### config.mk
export PLATFORM = sky130hd
export DESIGN_NAME = ctd_regs
export DESIGN_NICKNAME = d
export VERILOG_FILES = /design/src/inc/ctd_pkg.sv /design/src/inc/ctd_ovr_if.sv /design/src/ctd_ctrl.sv /design/src/ctd_regs.sv
export SDC_FILE = /design/constraint.sdc
export NUM_CORES = 1
export LEC_CHECK = 0
export ABC_AREA = 0
export BUFFER_PORTS_ARGS = -buffer_cell sky130_fd_sc_hd__buf_2
export CAP_MARGIN = 20
export CORE_ASPECT_RATIO = 1.2
export CORE_UTILIZATION = 32
export DETAILED_ROUTE_END_ITERATION = 10
export PLACE_DENSITY = 0.66
export SYNTH_ARGS = -nofsm -noshare
export SYNTH_HDL_FRONTEND = slang
export SYNTH_SLANG_ARGS = --single-unit
export TNS_END_PERCENT = 10
### constraint.sdc
create_clock -name clk_in -period 1.2 [get_ports clk_in]
set_input_delay 0.18 -clock clk_in [delete_from_list [all_inputs] [get_ports clk_in]]
set_output_delay 0.18 -clock clk_in [all_outputs]
set_load 0.1 [all_outputs]
### src/inc/ctd_pkg.sv
`default_nettype none
package ctd_pkg;
   // Transfer selector fields
   localparam logic [3:0] CTD_PRIMARY_REG    = 4'hF;
   localparam logic [3:0] CTD_SEC_REG_ADDR   = 4'h1;
   localparam logic [2:0] CTD_OP1_ADDR       = 3'h0;
   localparam logic [2:0] CTD_OP1_TRACE      = 3'h1;
   localparam logic [2:0] CTD_OP2_ADDR       = 3'h0;
   localparam logic [2:0] CTD_OP1_OVERRIDE   = 3'h0;
   localparam logic [3:0] CTD_SEC_REG_OVR    = 4'h0;
   localparam logic [2:0] CTD_OP2_OVERRIDE   = 3'h0;
   // Override field positions
   localparam int         CTD_OVR_CLEAN_ALL  = 19;
   localparam int         CTD_OVR_ABORT_D    = 18;
   localparam int         CTD_OVR_ABORT_I    = 17;
   localparam int         CTD_OVR_NO_PREF    = 16;
   localparam int         CTD_OVR_NO_CGATE   = 15;
   localparam int         CTD_OVR_FORCE_UNBUF = 14;
   localparam int         CTD_OVR_MMUOFF_WRTHRU = 13;
   localparam logic [31:0] CTD_OVR_MASK      = 32'h000F_E000;
   localparam logic [31:0] CTD_OVR_RESET     = 32'h0000_0000;
   // Trace control field positions
   localparam int         CTD_TRC_FIQ        = 2;
   localparam int         CTD_TRC_IRQ        = 1;
   localparam logic [31:0] CTD_TRC_MASK      = 32'h0000_0006;
   localparam logic [31:0] CTD_TRC_RESET     = 32'h0000_0000;
   localparam logic [31:0] CTD_ADDR_RESET    = 32'h0000_0000;
   // Fault status written on an aborted translation miss
   localparam logic [3:0] CTD_FAULT_XLATE    = 4'h0;
   // Data access policy encodings
   typedef enum logic [1:0] {
      CTD_POL_UNCACHED,
      CTD_POL_BUFFERED,
      CTD_POL_WRTHRU,
      CTD_POL_WRBACK
   } ctd_policy_e;
endpackage
`default_nettype wire

### src/inc/ctd_ovr_if.sv
`default_nettype none
interface ctd_ovr_if;
   logic [31:0] override_reg;
   logic [31:0] trace_reg;
   modport regs (output override_reg, output trace_reg);
   modport ctrl (input override_reg, input trace_reg);
endinterface
`default_nettype wire

### src/ctd_ctrl.sv
`default_nettype none
module ctd_ctrl
   import ctd_pkg::*;
(
   // Register view
   ctd_ovr_if.ctrl           ovr,
   // Trace stall
   input  wire logic         trace_buffer_full_in,
   input  wire logic         fast_interrupt_n_in,
   input  wire logic         normal_interrupt_n_in,
   output logic              core_stall_out,
   // Translation miss
   input  wire logic         dxlate_miss_in,
   input  wire logic         ixlate_miss_in,
   output logic              d_walk_out,
   output logic              i_walk_out,
   output logic              d_abort_out,
   output logic              i_abort_out,
   output logic [3:0]        fault_status_out,
   // Misc policies
   output logic              clean_whole_cache_out,
   output logic              spec_prefetch_en_out,
   output logic              cgate_en_out,
   input  wire logic         mmu_en_in,
   input  wire logic         data_cache_en_in,
   input  wire logic         remap_valid_in,
   input  wire ctd_policy_e  remap_policy_in,
   input  wire ctd_policy_e  page_policy_in,
   input  wire logic         is_store_in,
   output ctd_policy_e       data_policy_out
);
   logic fiq_pend;
   logic irq_pend;
   assign fiq_pend = !fast_interrupt_n_in;
   assign irq_pend = !normal_interrupt_n_in;
   assign core_stall_out = trace_buffer_full_in
                           && !(fiq_pend && !ovr.trace_reg[CTD_TRC_FIQ])
                           && !(irq_pend && !ovr.trace_reg[CTD_TRC_IRQ]);
   assign d_abort_out = dxlate_miss_in && ovr.override_reg[CTD_OVR_ABORT_D];
   assign i_abort_out = ixlate_miss_in && ovr.override_reg[CTD_OVR_ABORT_I];
   assign d_walk_out  = dxlate_miss_in && !ovr.override_reg[CTD_OVR_ABORT_D];
   assign i_walk_out  = ixlate_miss_in && !ovr.override_reg[CTD_OVR_ABORT_I];
   assign fault_status_out = CTD_FAULT_XLATE;
   assign clean_whole_cache_out = ovr.override_reg[CTD_OVR_CLEAN_ALL];
   assign spec_prefetch_en_out = !ovr.override_reg[CTD_OVR_NO_PREF];
   // clock gating only, no functional effect
   assign cgate_en_out = !ovr.override_reg[CTD_OVR_NO_CGATE];
   always_comb begin
      ctd_policy_e pol;
      pol = page_policy_in;
      if (!mmu_en_in) begin
         pol = CTD_POL_UNCACHED;
         if (ovr.override_reg[CTD_OVR_MMUOFF_WRTHRU] && data_cache_en_in) begin
            pol = CTD_POL_WRTHRU;
         end
      end
      if (remap_valid_in) begin
         pol = remap_policy_in;
      end
      // Forcing unbuffered stores wins over both page tables and remap
      if (ovr.override_reg[CTD_OVR_FORCE_UNBUF] && is_store_in && pol == CTD_POL_BUFFERED) begin
         pol = CTD_POL_UNCACHED;
      end
      data_policy_out = pol;
   end
endmodule
`default_nettype wire

### src/ctd_regs.sv
`default_nettype none
// Notes on behaviour
// - Primary register c15 selects this bank
// - Direction bit one writes, zero reads
// - Override register resets to zero
// - Override reserved bits; software writes zero
// - Bit 19 cleans the whole data cache
// - Bits 18/17 abort translation misses, status 0000
// - Bit 16 clear allows speculative prefetch
// - Bit 16 set stops noncacheable prefetch
// - Bit 15 disables block clock gating
// - Bit 14 forces bufferable stores unbuffered
// - MMU off: unbuffered, or write-through
// - Remap outranks bit 13 write-through
// - Address register at op1 0, c1, op2 0
// - Trace control at op1 1, c1, op2 0
// - Trace bits 2 and 1 reset clear
// - Bit 2 clear: fast interrupt blocks stall
// - Bit 1 clear: normal interrupt blocks stall
module ctd_regs
   import ctd_pkg::*;
(
   // Clock and reset
   input  wire logic         clk_in,
   input  wire logic         nrst_in,
   // Coprocessor transfer
   input  wire logic         xfer_valid_in,
   input  wire logic         xfer_dir_in,
   input  wire logic [3:0]   primary_reg_in,
   input  wire logic [2:0]   first_op_field_in,
   input  wire logic [3:0]   secondary_reg_field_in,
   input  wire logic [2:0]   second_op_field_in,
   input  wire logic [31:0]  wdata_in,
   output logic [31:0]       rdata_out,
   output logic              rhit_out,
   output logic [31:0]       test_addr_out,
   // Trace stall
   input  wire logic         trace_buffer_full_in,
   input  wire logic         fast_interrupt_n_in,
   input  wire logic         normal_interrupt_n_in,
   output logic              core_stall_out,
   // Translation miss
   input  wire logic         dxlate_miss_in,
   input  wire logic         ixlate_miss_in,
   output logic              d_walk_out,
   output logic              i_walk_out,
   output logic              d_abort_out,
   output logic              i_abort_out,
   output logic [3:0]        fault_status_out,
   // Memory policies and clock gating
   output logic              clean_whole_cache_out,
   output logic              spec_prefetch_en_out,
   output logic              cgate_en_out,
   input  wire logic         mmu_en_in,
   input  wire logic         data_cache_en_in,
   input  wire logic         remap_valid_in,
   input  wire ctd_policy_e  remap_policy_in,
   input  wire ctd_policy_e  page_policy_in,
   input  wire logic         is_store_in,
   output ctd_policy_e       data_policy_out
);
   // ==========================================================
   // Decode
   ctd_ovr_if ovr ();
   logic [31:0] override_reg;
   logic [31:0] trace_reg;
   logic [31:0] test_addr;
   logic        bank_sel;
   logic        sel_ovr;
   logic        sel_addr;
   logic        sel_trc;
   logic        wr_en;
   logic        rd_en;
   assign bank_sel = xfer_valid_in && primary_reg_in == CTD_PRIMARY_REG;
   assign sel_ovr  = bank_sel && first_op_field_in == CTD_OP1_OVERRIDE
                     && secondary_reg_field_in == CTD_SEC_REG_OVR
                     && second_op_field_in == CTD_OP2_OVERRIDE;
   assign sel_addr = bank_sel && first_op_field_in == CTD_OP1_ADDR
                     && secondary_reg_field_in == CTD_SEC_REG_ADDR
                     && second_op_field_in == CTD_OP2_ADDR;
   assign sel_trc  = bank_sel && first_op_field_in == CTD_OP1_TRACE
                     && secondary_reg_field_in == CTD_SEC_REG_ADDR
                     && second_op_field_in == CTD_OP2_ADDR;
   assign wr_en = xfer_dir_in;
   assign rd_en = !xfer_dir_in;

   // ==========================================================
   // Registers
   // override reset zero
   always_ff @(posedge clk_in or negedge nrst_in) begin
      if (!nrst_in) begin
         override_reg <= CTD_OVR_RESET;
      end else if (sel_ovr && wr_en) begin
         override_reg <= wdata_in & CTD_OVR_MASK;
      end
   end
   always_ff @(posedge clk_in or negedge nrst_in) begin
      if (!nrst_in) begin
         trace_reg <= CTD_TRC_RESET;
      end else if (sel_trc && wr_en) begin
         trace_reg <= wdata_in & CTD_TRC_MASK;
      end
   end
   always_ff @(posedge clk_in or negedge nrst_in) begin
      if (!nrst_in) begin
         test_addr <= CTD_ADDR_RESET;
      end else if (sel_addr && wr_en) begin
         test_addr <= wdata_in;
      end
   end
   // Read data registered so it lines up one cycle after the request
   always_ff @(posedge clk_in or negedge nrst_in) begin
      if (!nrst_in) begin
         rdata_out <= 32'h0000_0000;
         rhit_out  <= 1'b0;
      end else begin
         rhit_out <= rd_en && (sel_ovr || sel_addr || sel_trc);
         if (rd_en && sel_ovr) begin
            rdata_out <= override_reg;
         end else if (rd_en && sel_addr) begin
            rdata_out <= test_addr;
         end else if (rd_en && sel_trc) begin
            rdata_out <= trace_reg;
         end else begin
            rdata_out <= 32'h0000_0000;
         end
      end
   end
   assign test_addr_out    = test_addr;
   assign ovr.override_reg = override_reg;
   assign ovr.trace_reg    = trace_reg;

   // ==========================================================
   // Control effects
   ctd_ctrl u_ctrl (
      .ovr                   (ovr.ctrl),
      .trace_buffer_full_in  (trace_buffer_full_in),
      .fast_interrupt_n_in   (fast_interrupt_n_in),
      .normal_interrupt_n_in (normal_interrupt_n_in),
      .core_stall_out        (core_stall_out),
      .dxlate_miss_in        (dxlate_miss_in),
      .ixlate_miss_in        (ixlate_miss_in),
      .d_walk_out            (d_walk_out),
      .i_walk_out            (i_walk_out),
      .d_abort_out           (d_abort_out),
      .i_abort_out           (i_abort_out),
      .fault_status_out      (fault_status_out),
      .clean_whole_cache_out (clean_whole_cache_out),
      .spec_prefetch_en_out  (spec_prefetch_en_out),
      .cgate_en_out          (cgate_en_out),
      .mmu_en_in             (mmu_en_in),
      .data_cache_en_in      (data_cache_en_in),
      .remap_valid_in        (remap_valid_in),
      .remap_policy_in       (remap_policy_in),
      .page_policy_in        (page_policy_in),
      .is_store_in           (is_store_in),
      .data_policy_out       (data_policy_out)
   );
endmodule
`default_nettype wire
* Yosys cells after proc, flatten, opt, wreduce, memory -nomap -nowiden *
Cells that the tools add are included.

operators by class
  equality and inequality tests = 4
  multiplexer cells = 7
  reductions and logical operators = 43

operators by type and width
  cell                  number
  $mux W32              2
  $logic_and A1 B1 Y1   27
  $logic_not A1 Y1      11
  $mux W2               4
  $logic_not A3 Y1      2
  $eq A4 B1 Y1 const B  1
  $eq A4 B4 Y1 const B  1
  $logic_not A4 Y1      1
  $eq A3 B1 Y1 const B  1
  $mux W3               1
  $eq A2 B1 Y1 const B  1
  $logic_or A1 B1 Y1    2

word-level totals
  flip-flop bits (word level) = 74
  input bits = 63
  output and inout port bits = 79
  logic and storage cells = 59

* Logic depth before layout (Yosys ltp) *
Gate-level depths: netlist of the first run.

  word-level depth = 9
  gate-level depth with buffers = 6

* By module *
From an unflattened synthesis of the first run, not the netlist that was laid out.

unflattened totals
  cell total of the unflattened synthesis = 206
  area, all modules = 2960.3 µm²

modules (own cells, without submodules)
  module    times used  cells an instance  area each (µm²)  seq. area each (µm²)
  ctd_regs  1           185                2817.7           1851.8
  ctd_ctrl  1           21                 142.6            0.0

* Least setup slack after synthesis of the first run *
Ideal clock, no wire load.

  kind = register to output
  from = reg override_reg[14]
  to = out data_policy_out[0]
  arrival time = 2.626 ns
  required time = 1.020 ns
  path slack = -1.606 ns
  stages on the path, launching flop included = 4
  path buffers = 0
  cell sequence = dfrtp_1 nand2_1 o211ai_1 o21ai_0

between the ends
  cells in the longest elaborated chain, start to end = 3

RTL lines
  what                               line            source
  start: declaration                 ctd_regs.sv:65  logic [31:0] override_reg;
  start signal: assignment           ctd_regs.sv:94  override_reg <= wdata_in & CTD_OVR_MASK;
  $logic_and A1 B1 Y1 (2 in series)  ctd_ctrl.sv:61  if (ovr.override_reg[CTD_OVR_FORCE_UNBUF] && is_store_in && pol == CTD_POL_BUFFERED) begin
  $mux W2                            ctd_ctrl.sv:61
  end: declaration                   ctd_regs.sv:60  output ctd_policy_e data_policy_out

No other way between the ends.

* Final worst setup path of the first run *
  from = in first_op_field_in[1]
  to = reg test_addr[22] (netlist: test_addr_out[22])

between the ends
  cells in the longest elaborated chain, start to end = 5

RTL lines
  what                    line             source
  start: declaration      ctd_regs.sv:30   input wire logic [2:0] first_op_field_in,
  $logic_not A3 Y1        ctd_regs.sv:78   assign sel_addr = bank_sel && first_op_field_in == CTD_OP1_ADDR
  $logic_and A1 B1 Y1     ctd_regs.sv:78
  $logic_and A1 B1 Y1     ctd_regs.sv:79   && secondary_reg_field_in == CTD_SEC_REG_ADDR
  $logic_and A1 B1 Y1     ctd_regs.sv:80   && second_op_field_in == CTD_OP2_ADDR;
  $logic_and A1 B1 Y1     ctd_regs.sv:107  end else if (sel_addr && wr_en) begin
  end signal: assignment  ctd_regs.sv:108  test_addr <= wdata_in;
  end: declaration        ctd_regs.sv:67   logic [31:0] test_addr;

No other way between the ends.
A chain may end at the register's enable or synchronous reset.

==> metrics.log, run 1 <==
[metrics] Worst Path Class, Setup: input pin to register
[metrics] first-pass GRT wire length: 11200 µm
[metrics] R2R setup slack: 0.35 ns
[metrics] peak fanout along the critical path: 21
[metrics] CTS sink cnt: 74
[metrics] mean area per synthesized cell: 14.2 µm²
[metrics] time the final worst path needs with I/O delays and setup: 1.82 ns
[metrics] fraction of layout cells with a size suffix above 1: 0.620
[metrics] number of flops mapped to enable cells by yosys: 0
[metrics] die height: 106 µm
[metrics] deepest level of the CTS H-tree: 3
[metrics] # port buffers: 137
[metrics] status: finished, violations left
[metrics] maxcap violations: 0
[metrics] clock tree from TritonCTS: done
[metrics] CTS root buf: sky130_fd_sc_hd__clkbuf_8
[metrics] total number of vias: 2122
[metrics] total instance count after detailed placement: 463
[metrics] die boundary width: 88.9 µm
[metrics] largest stage delay on the critical path: 0.54 ns
[metrics] sequential-to-total area share from yosys stat: 0.638
[metrics] crit path cell chain: buf_6 > or4b_4 > or4_4 > buf_4 > nor2_4 > buf_12 > mux2_2
[metrics] tightest hold margin: 0.0540 ns
[metrics] Antenna Violating Nets Remaining: 0
[metrics] CTS max path bufs: 2
[metrics] number of global-route vias before repair: 2324
[metrics] maximum vdd drop: 866 µV
[metrics] number of pins exceeding their max-slew limit in the final report: 0
[metrics] final HPWL from detailed placement: 5400 µm
[metrics] Ports: 142
[metrics] buffer and inverter count on the worst path: 3
[metrics] number of synthesized register bits: 74
[metrics] f_max: 0.548 GHz
[metrics] Syn Std Cell Area: 0.00290 mm²
[metrics] DRT Wirelength: 6910 µm
[metrics] clock slew at reported path FFs: 0.08 ns
[metrics] Setup crit end kind: register
[metrics] R2R depth: 1
[metrics] class of the most critical hold timing path: input pin to register
[metrics] share of flip-flops with an asynchronous set or reset: 1.00
[metrics] Mapped Cells: 205
[metrics] largest net degree at the start of global routing: 35
[metrics] number of antenna violations at the first check in global routing: 0
[metrics] number of antenna diodes: 0
[metrics] number of vias per cell: 4.42
[metrics] yosys synthesis warning count: 0
[metrics] Setup violations, final: 81
[metrics] top flip-flop cell by instance count after synthesis: sky130_fd_sc_hd__dfrtp_1
[metrics] detailed-router iteration count before antenna repair: 4
[metrics] Layout fillers: 693
[metrics] standard cell with the maximum stage delay on the critical path: sky130_fd_sc_hd__or4b_4
[metrics] WP data arrival: 2.05 ns
[metrics] most common cell after layout, fill and taps aside: sky130_fd_sc_hd__buf_12
[metrics] required time at the endpoint of the critical path: 1.43 ns
[metrics] fin worst setup slack: -0.624 ns
[metrics] post-detailed-route wirelength per cell: 14.4 µm
[metrics] CTS buffer count: 9
[metrics] violations in the final reports: negative setup slack
[metrics] post-route cell area: 0.00529 mm²
[metrics] WHS Path Cells: 2
[metrics] full die area: 0.00946 mm²
[metrics] Placer Congestion: 0.789
[metrics] Cell Count, Final, Fillers Out: 480
[metrics] placed cell area: 0.00497 mm²
[metrics] category of cells accounting for the largest share of critical-path delay: simple AND/OR/NAND/NOR gates
[metrics] Power Dens Cells: 1000 mW/mm²
[metrics] Global Route Usage Sum: 0.158
[metrics] leakage: 2.56 nW
[metrics] Area growth syn-to-layout: 82.1%
[metrics] count of final hold-check violations: 0
[metrics] Worst Setup Start Kind: input pin
[metrics] Post-Route Skew: 0.00588 ns
[metrics] Core Util, Final: 0.607
[metrics] total number of nets in the final design: 421
[metrics] initial detailed-routing violation count: 37
[metrics] grt total ovfl: 0
[metrics] Stages on worst setup path: 7
[metrics] period utilisation layout: 1.52
[metrics] postcts setup bufs: 0
[metrics] worst-skew pair later-pin latency: 0.34 ns
[metrics] initial cell density of the core: 0.334
[metrics] num rows: 37
[metrics] RSZ-0062 raised after global routing: yes
[metrics] area inside the core boundary: 0.00870 mm²
[metrics] DRC viols: 0
[metrics] most frequent cells in the layout: sky130_fd_sc_hd__buf_12, sky130_fd_sc_hd__dfrtp_1, sky130_fd_sc_hd__buf_2, sky130_fd_sc_hd__mux2_2, sky130_fd_sc_hd__and2_1
[metrics] count of cell types in the netlist: 30
==> per-layer routing <==
metal,global-route usage,vias to the layer above,share of wire
met2,0.276,97,0.54
li1,-,994,-
met1,0.170,1021,0.37
met3,0.0575,10,0.081
met5,0,-,0
met4,0.0658,0,0.013
==> final cells by class <==
cell class | instances | area (µm²) | area share
timing repair buffer | 152 | 1980 | 0.375
tap | 117 | 146 | 0.0277
sequential | 74 | 1850 | 0.351
inverter | 3 | 11.3 | 0.00213
multi-input combinational | 118 | 1050 | 0.198
clock buffer | 9 | 124 | 0.0234
clock inverter | 7 | 124 | 0.0234
==> path summary, 6_finish.rpt <==
kind	startpoint	endpoint
min in group asynchronous	nrst_in	rdata_out[2]
hold reg to reg	override_reg[14]	override_reg[14]
setup reg to reg	test_addr_out[6]	test_addr_out[6]
setup / recovery	first_op_field_in[1]	test_addr_out[22]
hold / removal	wdata_in[11]	test_addr_out[11]
max in group asynchronous	nrst_in	override_reg[18]
==> repair_timing <==
| action | CTS | global route |
|---|---|---|
| setup endpoints to repair | 83 | 83 |
| gates resized for setup | 13 | 5 |
| endpoints found under the hold margin | 16 | 0 |
| pin swaps | 3 | 1 |
| hold buffers | 1 | 0 |
==> per-stage QoR <==
stage / power [W] / setup WS, ns / setup TNS, ns
global route: 0.00550 / -0.669 / -42.81
floorplan: 0.00273 / -0.851 / -55.27
global placement: 0.00295 / -1.01 / -64.56
finish: 0.00530 / -0.624 / -40.21
CTS: 0.00536 / -0.620 / -38.76
detailed placement: 0.00296 / -1.02 / -66.17
==> where the power goes <==
group          internal (W)  switching (W)  leakage (nW)
Combinational      0.000162       0.000263          1.41
Clock               0.00140       0.000975         0.121
Sequential          0.00249     0.00000114          1.03
==> synthesized netlist by cell type (all sizes together) (3+ instances only) <==
cell	n	area [µm²]
inv	3	11.3
nand2	5	18.8
mux2i	9	90.1
clkbuf	5	18.8
nor2	11	43.8
mux2	41	488
buf	8	56.3
dfrtp	74	1850
and2	25	156
or4	4	33.8
==> kinds of logic after synthesis <==
| logic type | count (synthesis) | synth area share |
|---|---|---|
| flip-flops | 74 | 0.638 |
| AND/OR/NAND/NOR | 57 | 0.115 |
| multiplexers | 50 | 0.199 |
| buffers and inverters | 16 | 0.0297 |
| AO/OA/AOI/OAI | 7 | 0.0172 |
| other | 1 | 0.00129 |
No activity file was read; power rests on OpenSTA's default activity.
==> run 2, diff against run 1 <==
--- a/config.mk
+++ b/config.mk
@@ -8,11 +8,11 @@
 export ABC_AREA = 0
 export BUFFER_PORTS_ARGS = -buffer_cell sky130_fd_sc_hd__buf_2
 export CAP_MARGIN = 20
-export CORE_ASPECT_RATIO = 1.2
 export CORE_UTILIZATION = 32
 export DETAILED_ROUTE_END_ITERATION = 10
 export PLACE_DENSITY = 0.66
 export SYNTH_ARGS = -nofsm -noshare
 export SYNTH_HDL_FRONTEND = slang
+export SYNTH_HIERARCHICAL = 1
 export SYNTH_SLANG_ARGS = --single-unit
 export TNS_END_PERCENT = 10
==> metrics.log, run 2 <==
[metrics] status: finished, violations left (unchanged)
[metrics] violations in the final reports: design-rule violations, negative setup slack (was negative setup slack)
[metrics] Worst Setup Start Kind: register (was input pin)
[metrics] CTS sink cnt: 74 (unchanged)
[metrics] class of the most critical hold timing path: input pin to register (unchanged)
[metrics] number of vias per cell: 4.58 (was 4.42)
[metrics] Setup crit end kind: primary output (was register)
[metrics] period utilisation layout: 1.38 (was 1.52)
[metrics] number of global-route vias before repair: 2494 (was 2324)
[metrics] overall power after layout: 0.00544 W (was 0.00530 W)
[metrics] CTS root buf: sky130_fd_sc_hd__clkbuf_8 (unchanged)
[metrics] die boundary width: 98.1 µm (was 88.9 µm)
[metrics] RSZ-0062 raised after global routing: yes (unchanged)
[metrics] max layer used: met4 (unchanged)
[metrics] detailed-router iteration count before antenna repair: 7 (was 4)
[metrics] Post-Route Skew: 0.00634 ns (was 0.00588 ns)
[metrics] WP data arrival: 1.47 ns (was 2.05 ns)
[metrics] Power Dens Cells: 962 mW/mm² (was 1000 mW/mm²)
[metrics] grt total ovfl: 0 (unchanged)
[metrics] time the final worst path needs with I/O delays and setup: 1.65 ns (was 1.82 ns)
[metrics] R2R setup slack: 0.27 ns (was 0.35 ns)
[metrics] initial cell density of the core: 0.334 (about the same)
[metrics] initial detailed-routing violation count: 49 (was 37)
[metrics] Fin Setup TNS: -6.14 ns (was -40.21 ns)
[metrics] # port buffers: 137 (unchanged)
[metrics] worst-skew pair later-pin latency: 0.33 ns (was 0.34 ns)
[metrics] area inside the core boundary: 0.00885 mm² (was 0.00870 mm²)
[metrics] die height: 98.1 µm (was 106 µm)
[metrics] fraction of layout cells with a size suffix above 1: 0.640 (was 0.620)
[metrics] CTS buffer count: 9 (unchanged)
[metrics] total number of vias: 2213 (was 2122)
[metrics] most frequent cells in the layout: sky130_fd_sc_hd__buf_12, sky130_fd_sc_hd__dfrtp_1, sky130_fd_sc_hd__buf_2, sky130_fd_sc_hd__mux2_4, sky130_fd_sc_hd__and2_1 (was sky130_fd_sc_hd__buf_12, sky130_fd_sc_hd__dfrtp_1, sky130_fd_sc_hd__buf_2, sky130_fd_sc_hd__mux2_2, sky130_fd_sc_hd__and2_1)
[metrics] most common cell after layout, fill and taps aside: sky130_fd_sc_hd__buf_12 (unchanged)
[metrics] deepest level of the CTS H-tree: 3 (unchanged)
[metrics] number of antenna violations at the first check in global routing: 0 (unchanged)
[metrics] yosys synthesis warning count: 6 (was 0)
[metrics] R2R depth: 2 (was 1)
[metrics] Worst Path Class, Setup: register to primary output (was input pin to register)
[metrics] mean area per synthesized cell: 14.4 µm² (was 14.2 µm²)
[metrics] Setup violations, final: 46 (was 81)
[metrics] Global Route Usage Sum: 0.167 (was 0.158)
[metrics] total number of nets in the final design: 435 (was 421)
[metrics] largest net degree at the start of global routing: 75 (was 35)
[metrics] fin worst setup slack: -0.452 ns (was -0.624 ns)
[metrics] post-place setup slack: -0.491 ns (was -1.02 ns)
[metrics] required time at the endpoint of the critical path: 1.02 ns (was 1.43 ns)
[metrics] final HPWL from detailed placement: 5530 µm (was 5400 µm)
[metrics] full die area: 0.00963 mm² (was 0.00946 mm²)
[metrics] number of antenna diodes: 0 (unchanged)
[metrics] f_max: 0.605 GHz (was 0.548 GHz)
[metrics] WL met2: 4280 µm (was 3720 µm)
[metrics] Ports: 142 (unchanged)
[metrics] DRC viols: 9 (was 0)
[metrics] Area growth syn-to-layout: 91.2% (was 82.1%)
[metrics] met3 wire len: 543 µm (was 562 µm)
[metrics] clock tree from TritonCTS: done (unchanged)
[metrics] maxcap violations: 0 (unchanged)
[metrics] DRT Wirelength: 7810 µm (was 6910 µm)
[metrics] Placer Congestion: 0.731 (was 0.789)
[metrics] Mapped Cells: 205 (unchanged)
[metrics] maximum vdd drop: 830 µV (was 866 µV)
[metrics] count of final hold-check violations: 0 (unchanged)
[metrics] wire length the detailed router placed on met1: 2920 µm (was 2530 µm)
[metrics] WHS Path Cells: 2 (unchanged)
[metrics] Syn Std Cell Area: 0.00296 mm² (was 0.00290 mm²)
[metrics] Antenna Violating Nets Remaining: 0 (unchanged)
[metrics] peak fanout along the critical path: 2 (was 21)
[metrics] num rows: 34 (was 37)
[metrics] number of pins exceeding their max-slew limit in the final report: 0 (unchanged)
[metrics] first-pass GRT wire length: 12400 µm (was 11200 µm)
[metrics] leakage: 2.70 nW (was 2.56 nW)
[metrics] post-detailed-route wirelength per cell: 16.2 µm (was 14.4 µm)
[metrics] clock slew at reported path FFs: 0.08 ns (about the same)
[metrics] CTS max path bufs: 2 (unchanged)
-- run 2: worst paths after layout --
| kind | from | endpoint |
|---|---|---|
| hold reg to reg | test_addr_out[20] | rdata_out[20] |
| setup reg to reg | override_reg[13] | override_reg[13] |
| setup / recovery | override_reg[13] | data_policy_out[0] |
| max in group asynchronous | nrst_in | override_reg[18] |
| hold / removal | wdata_in[28] | test_addr_out[28] |
| min in group asynchronous | nrst_in | rhit_out |
-- run 2: final cells by class --
type,instances,area (µm²)
multi-input combinational,119,1240
timing repair buffer,165,2160
fill,650,3200
tap,108,135
sequential,74,1860
clock inverter,5,129
clock buffer,9,124
inverter,3,11.3
-- run 2: report_power, final --
part | switching [W] | internal (W) | leakage (nW)
Combinational | 0.000290 | 0.000202 | 1.54
Sequential | 0.00000123 | 0.00249 | 1.03
Clock | 0.000876 | 0.00157 | 0.125
-- run 2: worst max-delay path, stage by stage, from the launching register on --
cell and delay [ns]:
sky130_fd_sc_hd__dfrtp_1 0.41, sky130_fd_sc_hd__a221oi_2 0.28, sky130_fd_sc_hd__buf_4 0.17, sky130_fd_sc_hd__a32oi_4 0.10, sky130_fd_sc_hd__buf_12 0.18
-- run 2: timing repair --
action                                  4_1_cts  5_1_grt
resized for setup                            37       18
buffers inserted                              0        1
pin swaps                                     5        7
gates cloned                                  0        2
hold buffers                                  1        0
endpoints found under the setup margin       48       85
endpoints found under the hold margin        74        0
-- run 2: per-layer routing --
metal,global-route usage,up-vias
li1,-,1024
met1,0.187,1095
met2,0.302,85
met3,0.0623,9
met4,0.0385,0
met5,0,-
-- run 2: metrics by stage --
stage / std cells / util / hold slack (ns) / cell area, µm²
5_1_grt: 483 / 0.639 / 0.0429 / 5650
4_1_cts: 480 / 0.624 / 0.0480 / 5520
3_3_place_gp: 465 / 0.578 / 0.224 / 5110
2_1_floorplan: 208 / - / -0.116 / 3040
6_report: 483 / 0.639 / 0.0704 / 5650
3_5_place_dp: 465 / 0.578 / 0.228 / 5110
